## config.mk

```make
export PLATFORM = sky130hd
export DESIGN_NAME = rwpc_top
export DESIGN_NICKNAME = d
export VERILOG_FILES = /design/src/rwpc_pkg.sv /design/src/rwpc_top.sv
export VERILOG_INCLUDE_DIRS = /design/src
export SDC_FILE = /design/constraint.sdc
export NUM_CORES = 1
export LEC_CHECK = 0
export BUFFER_PORTS_ARGS = -buffer_cell sky130_fd_sc_hd__buf_2
export CORE_MARGIN = 10
export CORE_UTILIZATION = 54
export CTS_CLUSTER_DIAMETER = 150
export CTS_CLUSTER_SIZE = 10
export DETAILED_ROUTE_END_ITERATION = 8
export GPL_TIMING_DRIVEN = 0
export PLACE_DENSITY = 0.84
export SLEW_MARGIN = 20
export SYNTH_ARGS = -nofsm -noshare
export SYNTH_HDL_FRONTEND = slang
export SYNTH_SLANG_ARGS = --single-unit
```

## constraint.sdc

```tcl
create_clock -name core_clk -period 47.6 [get_ports core_clk]
set_clock_uncertainty 0.1 [all_clocks]
set_input_delay 2.38 -clock core_clk [delete_from_list [all_inputs] [get_ports core_clk]]
set_output_delay 2.38 -clock core_clk [all_outputs]
set_load 0.05 [all_outputs]
```

## src/rwpc_map.svh

```systemverilog
// register offsets, field positions, reset values and counts
// assumes inclusion from rwpc_pkg and the bench
`ifndef RWPC_MAP_SVH
`define RWPC_MAP_SVH
`define RWPC_A_CTRL      8'h00
`define RWPC_A_STAT      8'h04
`define RWPC_A_MASK      8'h08
`define RWPC_A_LIVE      8'h0C
`define RWPC_A_PPWR      8'h10
`define RWPC_A_EFLG      8'h14
`define RWPC_A_EEN       8'h18
`define RWPC_CTRL_OSC    0
`define RWPC_CTRL_EWAKE  1
`define RWPC_ST_BOD      0
`define RWPC_ST_WAKE     1
`define RWPC_ST_DPDX     2
`define RWPC_ST_EINT     3
`define RWPC_ST_W        4
`define RWPC_EINT_N      31
`define RWPC_IRQ_N       32
`define RWPC_WAKE_CLKS   256
`define RWPC_BOOT_ADDR   32'h00000000
`define RWPC_PPWR_RST    32'hFFFFFFFF
`endif

```

## src/rwpc_pkg.sv

```systemverilog
// types of the reset, wake and power control block
// assumes rwpc_map.svh on the include path
package rwpc_pkg;
  `include "rwpc_map.svh"

  typedef enum logic [2:0] {
    PM_RUN   = 3'b001,
    PM_SLEEP = 3'b010,
    PM_DPD   = 3'b100
  } rwpc_pm_t;

  typedef struct packed {
    logic [7:0]  addr;
    logic [31:0] wdata;
    logic        wr;
    logic        rd;
  } rwpc_bus_t;

  typedef struct packed {
    rwpc_pm_t                 pm;
    logic                     chip_rst;
    logic [15:0]              wcnt;
    logic [31:0]              boot_addr;
    logic                     cpu_clk_en;
    logic                     cpu_wake;
    logic                     core_pwr;
    logic                     osc_pwr;
    logic [31:0]              ppwr;
    logic [31:0]              ppwr_o;
    logic                     irq;
    logic                     bod_irq;
    logic [`RWPC_EINT_N-1:0]  eflg;
    logic [`RWPC_EINT_N-1:0]  een;
    logic [`RWPC_EINT_N-1:0]  eprev;
    logic [1:0]               ctrl;
    logic [`RWPC_ST_W-1:0]    stat;
    logic [`RWPC_ST_W-1:0]    mask;
    logic [`RWPC_IRQ_N-1:0]   wmask;
    logic                     sleep_d;
    logic [31:0]              rdata;
  } rwpc_state_t;

  localparam rwpc_state_t RWPC_ST_RST = '{
    pm: PM_RUN, chip_rst: 1'b1, boot_addr: `RWPC_BOOT_ADDR,
    cpu_clk_en: 1'b1, core_pwr: 1'b1, osc_pwr: 1'b1,
    ppwr: `RWPC_PPWR_RST, ppwr_o: `RWPC_PPWR_RST, default: '0};
endpackage

```

## src/rwpc_top.sv

```systemverilog
// reset merge, wake-up timer, brownout, deep power-down, wake-up interrupt unit
// assumes cpu and nested_interrupt_ctrl on the far side, all inputs but the async reset sources on core_clk
`timescale 1ns/100ps
module rwpc_top #(
  parameter logic [15:0] WAKE_CLKS = 16'(`RWPC_WAKE_CLKS)
) (
  input  wire logic                           core_clk,        // 125 MHz system clock
  input  wire logic                           srst,            // sync reset, active high
  input  wire logic                           rst_pin_n,       // external reset pin, low active
  input  wire logic                           wdt_rst,         // watchdog reset request
  input  wire logic                           por_rst,         // power-on reset source
  input  wire logic                           bod_low,         // supply below first threshold
  input  wire logic                           bod_crit,        // supply below second threshold
  input  wire logic                           osc_ok,          // oscillator running
  input  wire logic                           flash_done,      // flash controller ready
  input  wire logic                           rtc_dpd_req,     // deep power-down request
  input  wire logic                           rtc_alarm,       // rtc alarm match
  input  wire logic                           cpu_sleep,       // cpu entering sleep
  input  wire logic [`RWPC_IRQ_N-1:0]         nic_wake_mask,   // mask from interrupt ctrl
  input  wire logic [`RWPC_IRQ_N-1:0]         irq_lines,       // raw interrupt lines
  input  wire logic [`RWPC_EINT_N-1:0]        eint_in,         // external interrupt pins
  input  rwpc_pkg::rwpc_bus_t                 bus_req,         // register port request
  output logic [31:0]                         reg_rdata,       // read data, next cycle
  output logic                                chip_rst,        // internal reset
  output logic [31:0]                         boot_addr,       // first fetch address
  output logic                                cpu_clk_en,      // cpu clock gate
  output logic                                cpu_wake,        // wake pulse
  output logic                                core_pwr_en,     // core domain power
  output logic                                osc32k_pwr_en,   // 32 kHz oscillator power
  output logic [31:0]                         periph_pwr_en,   // per-peripheral power
  output logic [`RWPC_EINT_N-1:0]             eint_flag,       // external interrupt requests
  output logic                                bod_irq,         // brownout interrupt request
  output logic                                irq              // block interrupt
);
  import rwpc_pkg::*;

  rwpc_state_t              st_r;
  rwpc_state_t              st_nxt;
  logic [1:0]               rsync_r;
  logic                     rst_any;
  logic [`RWPC_EINT_N-1:0]  eflg_nxt;
  logic [`RWPC_EINT_N-1:0]  eclr;
  logic                     wr_eflg;
  logic                     wake_hit;

  // brownout and power-on share one path; either alone holds reset
  assign rst_any = !rst_pin_n || wdt_rst || por_rst || bod_crit;

  // release of the async source is retimed before the timer may start
  always_ff @(posedge core_clk or posedge rst_any) begin
    if (rst_any) begin
      rsync_r <= 2'b11;
    end else begin
      rsync_r <= {rsync_r[0], 1'b0};
    end
  end

  assign wr_eflg = bus_req.wr && (bus_req.addr == `RWPC_A_EFLG);
  assign eclr    = wr_eflg ? bus_req.wdata[`RWPC_EINT_N-1:0] : '0;

  genvar gi;
  generate
    for (gi = 0; gi < `RWPC_EINT_N; gi++) begin : g_eint
      if (gi == `RWPC_EINT_N-1) begin : g_lvl
        // level input: flag follows the pin, nothing to clear
        assign eflg_nxt[gi] = eint_in[gi] && st_r.een[gi];
      end else begin : g_edge
        // a new edge wins over a clear in the same cycle
        assign eflg_nxt[gi] = (st_r.eflg[gi] && !eclr[gi]) ||
                              (st_r.een[gi] && eint_in[gi] && !st_r.eprev[gi]);
      end
    end
  endgenerate

  assign wake_hit = |(irq_lines & st_r.wmask) ||
                    (st_r.ctrl[`RWPC_CTRL_EWAKE] && |st_r.eflg);

  always_comb begin
    logic [`RWPC_ST_W-1:0] sset;
    logic [`RWPC_ST_W-1:0] sclr;
    sset = '0;
    sclr = '0;
    st_nxt = st_r;
    st_nxt.cpu_wake = 1'b0;
    st_nxt.rdata = '0;
    st_nxt.eprev = eint_in;
    st_nxt.eflg = eflg_nxt;
    st_nxt.sleep_d = cpu_sleep;
    st_nxt.bod_irq = bod_low;
    sset[`RWPC_ST_BOD] = bod_low;
    sset[`RWPC_ST_EINT] = |eflg_nxt;

    // wake-up timer; count stalls while the oscillator is down
    // the count saturates at the limit, so a late flash ready simply
    // extends the hold, while a late pin release restarts the count; release
    // needs every condition in the same cycle, which keeps the
    // exit a single clean edge on chip_rst
    if (rsync_r[1]) begin
      st_nxt.chip_rst = 1'b1;
      st_nxt.wcnt = '0;
    end else if (st_r.chip_rst) begin
      if (osc_ok && st_r.wcnt != WAKE_CLKS) begin
        st_nxt.wcnt = st_r.wcnt + 16'd1;
      end
      if (rst_pin_n && osc_ok && flash_done && st_r.wcnt == WAKE_CLKS) begin
        st_nxt.chip_rst = 1'b0;
      end
    end

    // power mode machine; deep power-down is checked before sleep
    // so a request from the clock unit wins over a sleeping cpu
    // in the same cycle; nothing is accepted while in reset
    case (st_r.pm)
      PM_RUN: begin
        if (rtc_dpd_req && !st_r.chip_rst) begin
          st_nxt.pm = PM_DPD;
          st_nxt.core_pwr = 1'b0;
          st_nxt.cpu_clk_en = 1'b0;
        end else if (cpu_sleep && !st_r.sleep_d && !st_r.chip_rst) begin
          st_nxt.pm = PM_SLEEP;
          st_nxt.wmask = nic_wake_mask;
          st_nxt.cpu_clk_en = 1'b0;
        end
      end
      PM_SLEEP: begin
        if (wake_hit) begin
          st_nxt.pm = PM_RUN;
          st_nxt.cpu_clk_en = 1'b1;
          st_nxt.cpu_wake = 1'b1;
          sset[`RWPC_ST_WAKE] = 1'b1;
        end
      end
      PM_DPD: begin
        // only the alarm leaves here; the pin goes through the reset path
        if (rtc_alarm) begin
          st_nxt.pm = PM_RUN;
          st_nxt.core_pwr = 1'b1;
          st_nxt.cpu_clk_en = 1'b1;
          st_nxt.chip_rst = 1'b1;
          st_nxt.wcnt = '0;
          sset[`RWPC_ST_DPDX] = 1'b1;
        end
      end
      default: begin
        st_nxt.pm = PM_RUN;
      end
    endcase

    // register writes; unmapped offsets and the live view are
    // ignored, and writes still land in deep power-down since the
    // register file is modelled as always powered
    if (bus_req.wr) begin
      if (bus_req.addr == `RWPC_A_CTRL) begin
        st_nxt.ctrl = bus_req.wdata[1:0];
      end else if (bus_req.addr == `RWPC_A_STAT) begin
        sclr = bus_req.wdata[`RWPC_ST_W-1:0];
      end else if (bus_req.addr == `RWPC_A_MASK) begin
        st_nxt.mask = bus_req.wdata[`RWPC_ST_W-1:0];
      end else if (bus_req.addr == `RWPC_A_PPWR) begin
        st_nxt.ppwr = bus_req.wdata;
      end else if (bus_req.addr == `RWPC_A_EEN) begin
        st_nxt.een = bus_req.wdata[`RWPC_EINT_N-1:0];
      end
    end
    st_nxt.stat = (st_r.stat & ~sclr) | sset;  // set beats clear

    if (bus_req.rd) begin
      if (bus_req.addr == `RWPC_A_CTRL) begin
        st_nxt.rdata = {30'h0, st_r.ctrl};
      end else if (bus_req.addr == `RWPC_A_STAT) begin
        st_nxt.rdata = {28'h0, st_r.stat};
      end else if (bus_req.addr == `RWPC_A_MASK) begin
        st_nxt.rdata = {28'h0, st_r.mask};
      end else if (bus_req.addr == `RWPC_A_LIVE) begin
        // bit 3 stays zero so the mode field sits at bits 6:4
        st_nxt.rdata = {25'h0, st_r.pm, 1'b0, st_r.chip_rst, bod_crit, bod_low};
      end else if (bus_req.addr == `RWPC_A_PPWR) begin
        st_nxt.rdata = st_r.ppwr;
      end else if (bus_req.addr == `RWPC_A_EFLG) begin
        st_nxt.rdata = {1'b0, st_r.eflg};
      end else if (bus_req.addr == `RWPC_A_EEN) begin
        st_nxt.rdata = {1'b0, st_r.een};
      end
    end

    // outputs follow next state so power and gating change together
    st_nxt.ppwr_o = (st_nxt.pm == PM_DPD) ? '0 : st_nxt.ppwr;
    st_nxt.osc_pwr = (st_nxt.pm == PM_DPD) ? st_nxt.ctrl[`RWPC_CTRL_OSC] : 1'b1;
    st_nxt.irq = |(st_nxt.stat & st_nxt.mask);
    st_nxt.boot_addr = `RWPC_BOOT_ADDR;

    if (srst) begin
      st_nxt = RWPC_ST_RST;
    end
  end

  // every register takes its reset value on any source
  always_ff @(posedge core_clk or posedge rst_any) begin
    if (rst_any) begin
      st_r <= RWPC_ST_RST;
    end else begin
      st_r <= st_nxt;
    end
  end

  assign reg_rdata     = st_r.rdata;
  assign chip_rst      = st_r.chip_rst;
  assign boot_addr     = st_r.boot_addr;
  assign cpu_clk_en    = st_r.cpu_clk_en;
  assign cpu_wake      = st_r.cpu_wake;
  assign core_pwr_en   = st_r.core_pwr;
  assign osc32k_pwr_en = st_r.osc_pwr;
  assign periph_pwr_en = st_r.ppwr_o;
  assign eint_flag     = st_r.eflg;
  assign bod_irq       = st_r.bod_irq;
  assign irq           = st_r.irq;
endmodule
```

* Word-level counts from Yosys, hierarchy flattened
Cells that the tools add are included.
** Word-level totals
- Register bits :: 291
- Bits in latches :: 0
- Memory bits (writable) :: 0
- ROM bits :: 0
- Input port bits :: 149
- Output and inout port bits :: 134
- Word-level logic and storage cells :: 321
- Memories kept :: 0
** Operators by class
- Add/subtract/negate cells :: 1
- Multipliers :: 0
- Div/mod/pow operators :: 0
- $lt $le $gt $ge :: 0
- Eq/ne operators :: 21
- Shifts and indexed selects :: 0
- Muxes and demuxes :: 57
- Bitwise gates (word level) :: 5
- Reductions and logical operators :: 214
** Operator list (count)
- $mux W32 :: 15
- $mux W290 :: 1
- $mux W31 :: 8
- $logic_and A1 B1 Y1 :: 100
- $logic_not A1 Y1 :: 63
- $reduce_or A31 Y1 :: 2
- $mux W17 :: 3
- $logic_or A1 B1 Y1 :: 34
- $and A32 B32 Y32 :: 1
- $reduce_or A32 Y1 :: 1
- $mux W30 :: 1
- $mux W4 :: 7
- $eq A8 B5 Y1 const B :: 3
- $mux W20 :: 1
- $add A16 B1 Y16 const B :: 1
- $eq A16 B9 Y1 const B :: 1
- $eq A8 B4 Y1 const B :: 2
- $mux W16 :: 1
- $ne A16 B9 Y1 const B :: 1
- $mux W1 :: 11
- $ne A2 B2 Y1 const B :: 5
- $reduce_bool A2 Y1 :: 5
- $mux W3 :: 3
- $ne A3 B3 Y1 const B :: 3
- 20 further kinds :: 25

* Depth between registers and ports, before layout
Gate-level depths: netlist (run 1).
- Depth after elaboration :: 11
- Depth in mapped cells :: 9

* Least setup slack after synthesis (run 1)
OpenSTA, ideal clock, no wires.
- Path kind :: in2reg
- Start point :: in irq_lines[11]
- End point :: reg st_r (netlist bit irq)
- Arrival time :: 4092 ps
- Data required time :: 47374 ps
- Slack :: 43282 ps
- Stages :: 7
- Path buffers :: 0
- Cell sequence :: a22o_1 -> a221oi_2 -> nand4_1 -> or4b_1 -> and4b_1 -> a21o_1 -> a221o_1
** RTL lines
- start, declared :: RTL line rwpc_top.sv:20 : input wire logic [`RWPC_IRQ_N-1:0] irq_lines,
- end signal, assigned :: RTL line rwpc_top.sv:202 : st_r <= st_nxt;
- end, declared :: RTL line rwpc_top.sv:37 : rwpc_state_t st_r;

==> results of run 1 <==
[where the power goes]
| group | switching (mW) | internal [mW] | total (mW) |
|---|---|---|---|
| Clock | 0.0857 | 0.113 | 0.199 |
| Sequential | 0.000677 | 0.222 | 0.223 |
| Combinational | 0.0212 | 0.00989 | 0.0311 |
| Total | 0.108 | 0.346 | 0.453 |
[cell families after synthesis]
group	share of synthesized area (%)
buffers and inverters	11.5
adders and majority gates	0.208
xor gates and xnor gates	0.875
DFF	54.7
muxes	0.334
other	0.0312
AOI/OAI and AO/OA	13.3
and+or+nand+nor	19.0
[cell usage in the layout (no fill, tap or decap), types with 5 or more instances in the layout]
cell type	synthesis	final
sky130_fd_sc_hd__nor3_1	8	7
sky130_fd_sc_hd__buf_2	5	288
sky130_fd_sc_hd__a22oi_1	9	9
sky130_fd_sc_hd__xnor2_1	7	7
sky130_fd_sc_hd__a32oi_1	28	28
sky130_fd_sc_hd__o21ai_0	8	8
sky130_fd_sc_hd__a222oi_1	31	31
sky130_fd_sc_hd__clkbuf_1	58	81
sky130_fd_sc_hd__conb_1	1	33
sky130_fd_sc_hd__inv_1	34	34
sky130_fd_sc_hd__nor2b_1	69	69
sky130_fd_sc_hd__nor2_1	89	89
sky130_fd_sc_hd__buf_4	129	139
sky130_fd_sc_hd__clkbuf_16	0	29
sky130_fd_sc_hd__nand2_1	159	159
sky130_fd_sc_hd__dfrtp_1	188	188
sky130_fd_sc_hd__a21oi_1	84	84
sky130_fd_sc_hd__dfstp_2	71	71
sky130_fd_sc_hd__nand3_1	15	15
sky130_fd_sc_hd__nand4_1	44	44
sky130_fd_sc_hd__buf_1	5	5
sky130_fd_sc_hd__and3_1	35	35
sky130_fd_sc_hd__or3_1	6	6
sky130_fd_sc_hd__nor4_1	11	11
sky130_fd_sc_hd__a211o_1	32	32
sky130_fd_sc_hd__xor2_1	5	5
[area by class of cell]
type	instances	area share, %
inverters	34	0.862
repair buffers	293	10.1
multi-input cells	726	28.3
well taps	280	2.37
clock buffers	52	5.49
diodes	3	0.0507
flip-flops and latches	259	44.4
plain buffers	199	8.46
[Yosys cell counts (all sizes together), types with 9 or more instances]
master / instances
a21oi: 84
a22oi: 9
and3: 35
a222oi: 31
dfstp: 71
nand4: 44
nand2: 159
nor2: 89
buf: 141
a211o: 32
inv: 34
nor4: 12
dfrtp: 188
nor2b: 69
a32oi: 28
nand3: 15
o21ai: 9
clkbuf: 58
[metal layers]
layer,up-vias,track usage [%],share of wire [%]
met5,-,0,0.033
met4,2,10.7,3.8
met3,143,8.89,13
met2,834,44.3,48
met1,5095,31.2,35
li1,4704,-,-
[registers in the layout, indices dropped and copies added, names as in the netlist]
signal	flops
cpu_clk_en	1
eint_flag	31
bod_irq	1
irq	1
chip_rst	1
reg_rdata	32
osc32k_pwr_en	1
core_pwr_en	1
st_r	155
cpu_wake	1
rsync_r	2
periph_pwr_en	32
[worst max path at each step]
| stage | end | from | slack [ns] |
|---|---|---|---|
| 6_report | irq$_DFF_PP0_ | bus_req[1] | 42.80 |
| 5_1_grt | st_r[222]$_DFF_PP1_ | bod_crit | 42.74 |
| 4_1_cts | periph_pwr_en[20]$_DFF_PP1_ | bod_crit | 42.98 |
| 3_5_place_dp | periph_pwr_en[20]$_DFF_PP1_ | bod_crit | 42.43 |
| 3_3_place_gp | st_r[91]$_DFF_PP0_ | wdt_rst | -5.78 |
| 2_1_floorplan | bod_irq$_DFF_PP0_ | por_rst | 7.32 |
[metrics by stage]
step / power, mW / util, %
2_1_floorplan: 0.243 / -
4_1_cts: 0.454 / 67.8
5_1_grt: 0.467 / 67.8
3_5_place_dp: 0.257 / 64.1
6_report: 0.453 / 67.8
3_3_place_gp: 0.255 / 62.9
[worst reg2reg max path: stages (launching register included)]
cell                      delay (ns)
sky130_fd_sc_hd__dfrtp_1        0.44
sky130_fd_sc_hd__nor4_1         0.47
sky130_fd_sc_hd__nand4_1        0.24
sky130_fd_sc_hd__o21ai_1        0.26
sky130_fd_sc_hd__or4b_1         0.52
sky130_fd_sc_hd__and4b_1        0.26
sky130_fd_sc_hd__a21o_1         0.18
sky130_fd_sc_hd__a221o_1        0.38
==> load_flow_metrics.sql, run 1 <==
INSERT INTO impl_metrics (metric_group, metric, value, unit) VALUES
('global_route', 'grt_pass1_wl', '61000', 'um'),
('final_layout', 'instances_no_fill', '1846', ''),
('die', 'die_w', '169', 'um'),
('final_layout', 'net_count_of_the_finished_layout', '1693', ''),
('detailed_routing', 'routed-via-count', '10800', ''),
('timing', 'rsz0062_at_grt', 'no', ''),
('synth', 'syn-instance-count', '1186', ''),
('detailed_routing', 'remaining_drc_errors', '0', ''),
('run', 'max_cap_violations', '0', ''),
('timing', 'slew_viol_final', '0', ''),
('critical_path', 'worst_setup_path_end_kind', 'flop', ''),
('detailed_routing', 'wl_per_instance', '21.5', 'um'),
('clock_network', 'ctsHtreeMaxLevel', '1', ''),
('critical_path', 'regToRegStartpoint', 'eint_flag[1]$_DFF_PP0_', ''),
('clock_network', 'ctsHoldBuffers', '0', ''),
('placement', 'place_congestion', '0.926', ''),
('final_layout', 'sequential_cell_area', '0.00657', 'sq mm'),
('hold_path', 'timing.hold.worst.class', 'flop to flop', ''),
('synth', 'post_synthesis_async_set_or_reset_flop_share', '100', '%'),
('die', 'ios', '283', ''),
('power_and_ir_drop', 'ir_worst_vdd', '0.0235', 'mV'),
('critical_path', 'ordered_cell_list_for_the_critical_path', 'buf_2 -> clkbuf_1 -> clkbuf_1 -> nand4_1 -> a32oi_1 -> nand3_1 -> nor3_1 -> nand3_1 -> a221o_1', ''),
('timing', 'hold_fails_final_rpt', '0', ''),
('clock_network', 'path_clk_slew', '0.06', 'ns'),
('final_layout', 'post-route-cell-area', '0.0148', 'sq mm'),
('synth', 'synthDistinctLibCells', '52', ''),
('timing', 'final_period_minus_worst_setup_slack', '4.80', 'ns'),
('clock_network', 'max-clock-path-buffers', '3', ''),
('critical_path', 'setup.reg_to_reg.worst_slack', '44.62', 'ns'),
('clock_network', 'cts_made_buffers', '29', ''),
('global_route', 'antenna_found_initial', '4', ''),
('synth', 'ys_seq_elements', '259', ''),
('timing', 'max_slew.worst_pin.slew', '0.872', 'ns'),
('timing', 'setup_slack', '42.80', 'ns'),
('clock_network', 'clock_tree_from_tritoncts', 'yes', ''),
('die', 'initial_utilization', '55.0', '%'),
('hold_path', 'hold-path-cell-count', '0', ''),
('placement', 'placedInstanceArea', '0.0140', 'sq mm'),
('hold_path', 'hold_end', 'rsync_r[1]$_DFF_PP1_', ''),
('critical_path', 'count_of_buffer_and_inverter_cells_on_the_critical_path', '3', ''),
('detailed_routing', 'routed_wl', '39700', 'um'),
('critical_path', 'worst-path-stages', '9', ''),
('timing', 'report.final.setup_viol', '0', ''),
('final_layout', 'drive_gt1_share', '34.7', '%'),
('die', 'rows', '54', ''),
('detailed_routing', 'detailed_route_vias_per_instance', '5.84', ''),
('critical_path', 'worst_path_largest_cell_delay', '0.54', 'ns'),
('global_route', 'overflow', '0', ''),
('critical_path', 'worstRegToRegCells', '7', ''),
('synth', 'yosys.area.top_type_share', '39.2', '%'),
('critical_path', 'cp-start-kind', 'input pin', ''),
('clock_network', 'clockRootBuffer', 'sky130_fd_sc_hd__clkbuf_16', ''),
('synth', 'ys.flop_type', 'sky130_fd_sc_hd__dfrtp_1', ''),
('clock_network', 'cts_resized', '0', ''),
('timing', 'hold_slack', '0.262', 'ns'),
('placement', 'dp_slack', '42.43', 'ns'),
('status', 'outcome', 'finished, final reports clean', ''),
('final_layout', 'multi_input_logic_area', '0.00419', 'sq mm'),
('critical_path', 'critical_path_arrival', '5.10', 'ns'),
('critical_path', 'worst_path_dominant_cell_family', 'buffers and inverters', ''),
('power_and_ir_drop', 'power.density_cell_area', '30.6', 'mW/mm^2'),
('timing', 'max_clock_freq', '0.208', 'GHz'),
('synth', 'yosysSeqAreaShare', '54.7', '%'),
('clock_network', 'insertion_delay', '0.54', 'ns'),
('synth', 'synth_top_cells_by_area', 'sky130_fd_sc_hd__dfrtp_1 (39%), sky130_fd_sc_hd__dfstp_2 (16%), sky130_fd_sc_hd__buf_4 (8.1%), sky130_fd_sc_hd__nand2_1 (5.0%), sky130_fd_sc_hd__nor2b_1 (3.6%)', ''),
('detailed_routing', 'detail_route.iter0.violations', '1398', ''),
('die', 'placeableCoreArea', '0.0218', 'sq mm'),
('global_route', 'vias_in_the_first_global_route', '11100', ''),
('die', 'die-height', '169', 'um'),
('synth', 'post_syn_area', '0.0120', 'sq mm'),
('synth', 'synth.largest_area_cell', 'sky130_fd_sc_hd__dfrtp_1', '');
(Power assumes the default switching activity.)
==> run 2: changes to the inputs <==
- clock period: 47.6 -> 4.53 ns (I/O delays scaled with it)
==> load_flow_metrics.sql, run 2 (same netlist as run 1, synthesis figures left out) <==
INSERT INTO impl_metrics (metric_group, metric, value, unit) VALUES
('status', 'outcome', 'finished with violations', ''),
('status', 'violations', 'DRC', ''),
('final_layout', 'largest_reg_flops', '155', ''),
('clock_network', 'ctsHtreeMaxLevel', '1', ''),
('critical_path', 'cp-start-kind', 'flop', ''),
('critical_path', 'regToRegStartpoint', 'eint_flag[16]$_DFF_PP0_', ''),
('final_layout', 'post-route-util', '72.8', '%'),
('die', 'initial_utilization', '55.0', '%'),
('global_route', 'antenna_found_initial', '3', ''),
('critical_path', 'worstRegToRegCells', '7', ''),
('critical_path', 'count_of_buffer_and_inverter_cells_on_the_critical_path', '0', ''),
('run', 'max_cap_violations', '0', ''),
('critical_path', 'cp_max_fo', '4', ''),
('clock_network', 'insertion_delay', '0.57', 'ns'),
('placement', 'placedInstanceArea', '0.0140', 'sq mm'),
('detailed_routing', 'routed_wl', '42500', 'um'),
('detailed_routing', 'antenna_violating_nets_post_route', '0', ''),
('timing', 'report.final.setup_viol', '0', ''),
('power_and_ir_drop', 'power.internal', '3.71', 'mW'),
('timing', 'max_clock_freq', '0.328', 'GHz'),
('power_and_ir_drop', 'power.static_leakage', '7.39', 'nW'),
('timing', 'hold_slack', '0.0545', 'ns'),
('final_layout', 'areaGrowthSynthToFinish', '32.4', '%'),
('power_and_ir_drop', 'ir_worst_vdd', '0.280', 'mV'),
('critical_path', 'ordered_cell_list_for_the_critical_path', 'nor4_1 -> nand4_1 -> o21ai_1 -> or4b_1 -> and4b_1 -> a21o_1 -> a221o_1', ''),
('final_layout', 'fill_cells', '1442', ''),
('detailed_routing', 'detailed_route_vias_per_instance', '5.84', ''),
('global_route', 'overflow', '0', ''),
('die', 'design.die.area', '0.0286', 'sq mm'),
('critical_path', 'worst_path_largest_cell_delay', '0.52', 'ns'),
('timing', 'timing.setup.tns', '0', 'ns'),
('timing', 'final_period_utilization', '67.3', '%'),
('detailed_routing', 'routed-via-count', '11300', ''),
('power_and_ir_drop', 'switching_share', '24.2', '%'),
('clock_network', 'cts_made_buffers', '29', ''),
('die', 'die_w', '169', 'um'),
('critical_path', 'critical_path_arrival', '3.37', 'ns'),
('clock_network', 'path_clk_slew', '0.06', 'ns'),
('timing', 'hold_fails_final_rpt', '0', ''),
('clock_network', 'max-clock-path-buffers', '3', ''),
('power_and_ir_drop', 'net-switching-power', '1.18', 'mW'),
('die', 'ios', '283', ''),
('timing', 'slew_viol_final', '0', ''),
('global_route', 'grt_pass1_wl', '65400', 'um'),
('critical_path', 'critPathSlowestCell', 'sky130_fd_sc_hd__or4b_1', ''),
('detailed_routing', 'dr_pass1_iterations', '9', ''),
('die', 'rows', '54', ''),
('critical_path', 'worst_path_dominant_cell_family', 'simple AND/OR/NAND/NOR gates', ''),
('detailed_routing', 'remaining_drc_errors', '2', ''),
('power_and_ir_drop', 'power.sequential.fraction', '47.9', '%'),
('power_and_ir_drop', 'share_of_total_power_in_combinational_logic', '8.3', '%'),
('power_and_ir_drop', 'power.density_cell_area', '308', 'mW/mm^2'),
('final_layout', 'final_common_cell', 'sky130_fd_sc_hd__buf_2', ''),
('power_and_ir_drop', 'finalPower', '4.89', 'mW'),
('hold_path', 'beginning_of_the_worst_hold_path', 'bus_req[38]', ''),
('final_layout', 'drive_gt1_share', '31.8', '%'),
('global_route', 'grt_usage', '28.4', '%'),
('critical_path', 'critical_path.reg2reg.endpoint', 'irq$_DFF_PP0_', ''),
('power_and_ir_drop', 'power.clock.fraction', '43.7', '%'),
('hold_path', 'hold-path-cell-count', '4', ''),
('final_layout', 'largest-register', 'st_r', ''),
('global_route', 'vias_in_the_first_global_route', '11800', ''),
('placement', 'place_congestion', '0.940', ''),
('global_route', 'grt_max_degree', '16', ''),
('clock_network', 'clock_tree_from_tritoncts', 'yes', ''),
('clock_network', 'clockRootBuffer', 'sky130_fd_sc_hd__clkbuf_16', ''),
('detailed_routing', 'wl_per_instance', '22.0', 'um'),
('die', 'placeableCoreArea', '0.0218', 'sq mm'),
('placement', 'dp_hpwl', '29600', 'um'),
('final_layout', 'post-route-cell-area', '0.0159', 'sq mm'),
('clock_network', 'clock-sinks', '259', ''),
('critical_path', 'crit_required', '4.84', 'ns'),
('timing', 'maxSlewHeadroom', '41.7', '%'),
('timing', 'max_slew.worst_pin.slew', '0.866', 'ns'),
('timing', 'final_period_minus_worst_setup_slack', '3.05', 'ns'),
('hold_path', 'hold_end', 'reg_rdata[1]$_DFF_PP0_', ''),
('placement', 'numPortBuffers', '250', ''),
('critical_path', 'critical_path_class', 'flop to flop', ''),
('final_layout', 'highest_count_cells_in_the_layout_ignoring_fill_and_taps', 'sky130_fd_sc_hd__buf_2 (255), sky130_fd_sc_hd__dfrtp_1 (188), sky130_fd_sc_hd__nand2_1 (159)', ''),
('timing', 'rsz0062_at_grt', 'no', ''),
('detailed_routing', 'detail_route.iter0.violations', '1668', ''),
('die', 'die-height', '169', 'um'),
('hold_path', 'timing.hold.worst.class', 'input pin to flop', ''),
('critical_path', 'worst_setup_path_end_kind', 'flop', ''),
('final_layout', 'net_count_of_the_finished_layout', '1778', ''),
('critical_path', 'setup.reg_to_reg.worst_slack', '1.48', 'ns');
==> run 2: cell count changes in the layout (fill, tap and decap cells not counted) <==
cell and delta:
sky130_fd_sc_hd__buf_6 +15, sky130_fd_sc_hd__inv_16 +1, sky130_fd_sc_hd__dlygate4sd3_1 +104, sky130_fd_sc_hd__buf_2 -33, sky130_fd_sc_hd__clkbuf_1 +1, sky130_fd_sc_hd__buf_8 +3, sky130_fd_sc_hd__buf_4 -4, sky130_fd_sc_hd__nor4b_4 +1
sky130_fd_sc_hd__nor4b_2 -1
==> run 2: routing by layer <==
| layer | track usage (%) | wire length (um) | up-vias | part of all wire (%) |
|---|---|---|---|---|
| met1 | 33.1 | 14400 | 5357 | 34 |
| li1 | - | - | 4878 | - |
| met4 | 12.2 | 2080 | 0 | 4.9 |
| met5 | 0 | 0 | - | 0 |
| met2 | 48.5 | 20800 | 885 | 49 |
| met3 | 7.55 | 5240 | 176 | 12 |
==> run 2: power groups by stage <==
stage               clock [mW]  combinational, mW  sequential [mW]
floorplan                    0              0.172             2.38
global placement             0              0.304             2.38
detailed placement           0              0.323             2.38
CTS                       2.15              0.395             2.34
global route              2.23              0.430             2.34
finish                    2.14              0.408             2.34
==> run 2: how the worst max path moves through the flow <==
| stage | endpoint | slack (ns) | from | cells after the start |
|---|---|---|---|---|
| after floorplan | bod_irq$_DFF_PP0_ | -6.89 | rst_pin_n | 1 |
| after global placement | reg_rdata[21]$_DFF_PP0_ | -11.06 | bod_crit | 2 |
| after detailed placement | irq$_DFF_PP0_ | 1.53 | bus_req[1] | 9 |
| after CTS | irq$_DFF_PP0_ | 1.63 | eint_flag[16]$_DFF_PP0_ | 7 |
| after global routing | irq$_DFF_PP0_ | 1.43 | eint_flag[16]$_DFF_PP0_ | 7 |
| final | irq$_DFF_PP0_ | 1.48 | eint_flag[16]$_DFF_PP0_ | 7 |
==> run 2: cell type report <==
| class | count | area [sq um] | share of cell area, % |
|---|---|---|---|
| antenna | 3 | 7.51 | 0.0472 |
| buffer | 199 | 1250 | 7.88 |
| clock buffer | 53 | 816 | 5.13 |
| clock inverter | 1 | 20.0 | 0.126 |
| inverter | 34 | 128 | 0.803 |
| multi-input combinational | 726 | 4200 | 26.4 |
| sequential | 259 | 6570 | 41.3 |
| tap | 280 | 350 | 2.20 |
| timing repair buffer | 378 | 2550 | 16.1 |
==> run 2: metrics by stage <==
stage               std cells  setup WS [ns]
floorplan                1218          -6.89
global placement         1748         -11.06
detailed placement       1772           1.53
CTS                      1930           1.63
global route             1932           1.43
finish                   1933           1.48
==> run 2: tightest hold or removal path, stage by stage <==
cell                      delay (ns)
sky130_fd_sc_hd__buf_2          0.11
sky130_fd_sc_hd__nor4_2         0.08
sky130_fd_sc_hd__nand2_1        0.15
sky130_fd_sc_hd__a21oi_1        0.09
==> run 2: timing repair <==
item                                   in CTS  in global routing
resized for setup                           0                  0
buffers inserted                            0                  0
hold buffers                              104                  0
endpoints found under the hold margin     165                  0
==> run 3: changes to the inputs <==
- clock period: 4.53 -> 3.19 ns (I/O delays scaled with it)
==> load_flow_metrics.sql, run 3 (same netlist as run 1, synthesis figures left out) <==
INSERT INTO impl_metrics (metric_group, metric, value, unit) VALUES
('detailed_routing', 'detailed_route_vias_per_instance', '5.86', ''),
('critical_path', 'worstRegToRegCells', '7', ''),
('final_layout', 'multi_input_logic_area', '0.00421', 'sq mm'),
('final_layout', 'drive_gt1_share', '31.7', '%'),
('global_route', 'antenna_found_initial', '2', ''),
('timing', 'slew_viol_final', '0', ''),
('critical_path', 'worst_setup_path_end_kind', 'flop', ''),
('final_layout', 'largest_reg_flops', '155', ''),
('detailed_routing', 'antenna_violating_nets_post_route', '0', ''),
('final_layout', 'largest-register', 'st_r', ''),
('detailed_routing', 'routed-via-count', '11400', ''),
('status', 'outcome', 'finished, final reports clean', ''),
('detailed_routing', 'detail_route.iter0.violations', '1593', ''),
('final_layout', 'final_common_cell', 'sky130_fd_sc_hd__buf_2', ''),
('global_route', 'overflow', '0', ''),
('global_route', 'grt_usage', '28.7', '%'),
('die', 'die_w', '169', 'um'),
('critical_path', 'cp_max_fo', '10', ''),
('placement', 'dp_hpwl', '29600', 'um'),
('die', 'die-height', '169', 'um'),
('hold_path', 'timing.hold.worst.class', 'input pin to flop', ''),
('detailed_routing', 'routed_wl', '43100', 'um'),
('clock_network', 'post-cts-setup-buffer-count', '0', ''),
('critical_path', 'critical_path_arrival', '3.43', 'ns'),
('global_route', 'grt_max_degree', '16', ''),
('power_and_ir_drop', 'power.static_leakage', '7.42', 'nW'),
('hold_path', 'beginning_of_the_worst_hold_path', 'srst', ''),
('final_layout', 'highest_count_cells_in_the_layout_ignoring_fill_and_taps', 'sky130_fd_sc_hd__buf_2 (255), sky130_fd_sc_hd__dfrtp_1 (188), sky130_fd_sc_hd__nand2_1 (159)', ''),
('critical_path', 'setup.reg_to_reg.worst_slack', '0.25', 'ns'),
('die', 'design.die.area', '0.0286', 'sq mm'),
('detailed_routing', 'remaining_drc_errors', '0', ''),
('timing', 'hold_fails_final_rpt', '0', ''),
('power_and_ir_drop', 'power.density_cell_area', '436', 'mW/mm^2'),
('clock_network', 'ctsHtreeMaxLevel', '1', ''),
('final_layout', 'net_count_of_the_finished_layout', '1785', ''),
('die', 'placeableCoreArea', '0.0218', 'sq mm'),
('final_layout', 'post-route-util', '73.2', '%'),
('critical_path', 'crit_required', '3.50', 'ns'),
('timing', 'maxSlewHeadroom', '41.4', '%'),
('global_route', 'grt_pass1_wl', '66100', 'um'),
('critical_path', 'cp-start-kind', 'input pin', ''),
('die', 'initial_utilization', '55.0', '%'),
('detailed_routing', 'dr_pass1_iterations', '7', ''),
('final_layout', 'areaGrowthSynthToFinish', '33.1', '%'),
('clock_network', 'clock-sinks', '259', ''),
('timing', 'max_slew.worst_pin.slew', '0.871', 'ns'),
('die', 'rows', '54', ''),
('placement', 'place_congestion', '0.940', ''),
('clock_network', 'clock_tree_from_tritoncts', 'yes', ''),
('placement', 'numPortBuffers', '250', ''),
('clock_network', 'insertion_delay', '0.57', 'ns'),
('clock_network', 'path_clk_slew', '0.05', 'ns'),
('run', 'max_cap_violations', '0', ''),
('final_layout', 'fill_cells', '1434', ''),
('power_and_ir_drop', 'ir_worst_vdd', '0.404', 'mV'),
('timing', 'final_period_minus_worst_setup_slack', '3.12', 'ns'),
('hold_path', 'hold_end', 'periph_pwr_en[2]$_DFF_PP1_', ''),
('timing', 'hold_slack', '0.0367', 'ns'),
('hold_path', 'hold-path-cell-count', '3', ''),
('critical_path', 'critical_path.reg2reg.endpoint', 'irq$_DFF_PP0_', ''),
('critical_path', 'critical_path_class', 'input pin to flop', ''),
('critical_path', 'regToRegStartpoint', 'eint_flag[7]$_DFF_PP0_', ''),
('clock_network', 'cts_made_buffers', '29', ''),
('clock_network', 'max-clock-path-buffers', '3', ''),
('final_layout', 'sequential_cell_area', '0.00657', 'sq mm'),
('timing', 'rsz0062_at_grt', 'no', ''),
('clock_network', 'clockRootBuffer', 'sky130_fd_sc_hd__clkbuf_16', ''),
('timing', 'max_clock_freq', '0.321', 'GHz'),
('timing', 'report.final.setup_viol', '0', ''),
('detailed_routing', 'wl_per_instance', '22.2', 'um'),
('timing', 'final_period_utilization', '97.7', '%'),
('global_route', 'vias_in_the_first_global_route', '11900', ''),
('die', 'ios', '283', '');
run 3: cell types whose count changed in the layout (fill, tap and decap cells not counted):
cell	previous run	this run
sky130_fd_sc_hd__nor4_1	11	10
sky130_fd_sc_hd__o21ai_1	1	0
sky130_fd_sc_hd__dlygate4sd3_1	104	112
sky130_fd_sc_hd__diode_2	3	2
sky130_fd_sc_hd__clkbuf_1	82	81
sky130_fd_sc_hd__o21ai_2	0	1
sky130_fd_sc_hd__nor4_2	1	2
run 3: repair_timing:
action	CTS	global route
hold buffers	112	0
setup endpoints to repair	0	21
endpoints found under the hold margin	182	0
gates resized for setup	0	2
run 3: worst max-delay path by stage:
stage	slack, ns	end	cells after the start	start
global route	0.002	reg_rdata[27]$_DFF_PP0_	10	bus_req[38]
finish	0.07	reg_rdata[28]$_DFF_PP0_	10	bus_req[38]
global placement	-12.34	reg_rdata[21]$_DFF_PP0_	2	bod_crit
floorplan	-8.16	bod_irq$_DFF_PP0_	1	rst_pin_n
CTS	0.07	reg_rdata[19]$_DFF_PP0_	11	bus_req[38]
detailed placement	0.26	irq$_DFF_PP0_	9	bus_req[1]
run 3: per-stage QoR:
step / worst slack, ns / TNS, ns / instances / total power, mW / area (sq um)
global route: 0.00183 / 0 / 1939 / 7.12 / 16000
finish: 0.0747 / 0 / 1939 / 6.97 / 16000
global placement: -12.34 / -2890.08 / 1748 / 3.81 / 13700
detailed placement: 0.261 / 0 / 1772 / 3.84 / 14000
CTS: 0.0740 / 0 / 1938 / 6.94 / 16000
floorplan: -8.16 / -1899.00 / 1218 / 3.63 / 12100
run 3: area by class of cell:
| class | instances | share of cell area, % |
|---|---|---|
| Sequential cell | 259 | 41.1 |
| Multi-Input combinational cell | 726 | 26.3 |
| Timing Repair Buffer | 386 | 16.5 |
| Buffer | 198 | 7.82 |
| Clock buffer | 53 | 5.11 |
| Tap cell | 280 | 2.19 |
| Inverter | 34 | 0.799 |
| Clock inverter | 1 | 0.125 |
| Antenna cell | 2 | 0.0313 |
run 3: per-layer routing:
| metal | routed length, um | vias up | global-route usage (%) |
|---|---|---|---|
| li1 | - | 4898 | - |
| met1 | 14600 | 5406 | 33.6 |
| met2 | 21000 | 894 | 48.6 |
| met3 | 5350 | 174 | 7.80 |
| met4 | 2190 | 0 | 13.0 |
| met5 | 0 | - | 0 |
run 3: critical path: stages:
cell and delay (ns):
sky130_fd_sc_hd__dlygate4sd3_1 0.55, sky130_fd_sc_hd__buf_2 0.14, sky130_fd_sc_hd__nor4_2 0.54, sky130_fd_sc_hd__dlygate4sd3_1 0.64, sky130_fd_sc_hd__nand2_1 0.14, sky130_fd_sc_hd__nand2_1 0.17
sky130_fd_sc_hd__or3_1 0.18, sky130_fd_sc_hd__nand2b_1 0.48, sky130_fd_sc_hd__buf_2 0.34, sky130_fd_sc_hd__nor2_1 0.08
run 3: power by group:
| part | switching (mW) | internal [mW] |
|---|---|---|
| Combinational | 0.348 | 0.238 |
| Clock | 1.34 | 1.71 |
| Sequential | 0.0103 | 3.32 |
| Total | 1.70 | 5.27 |
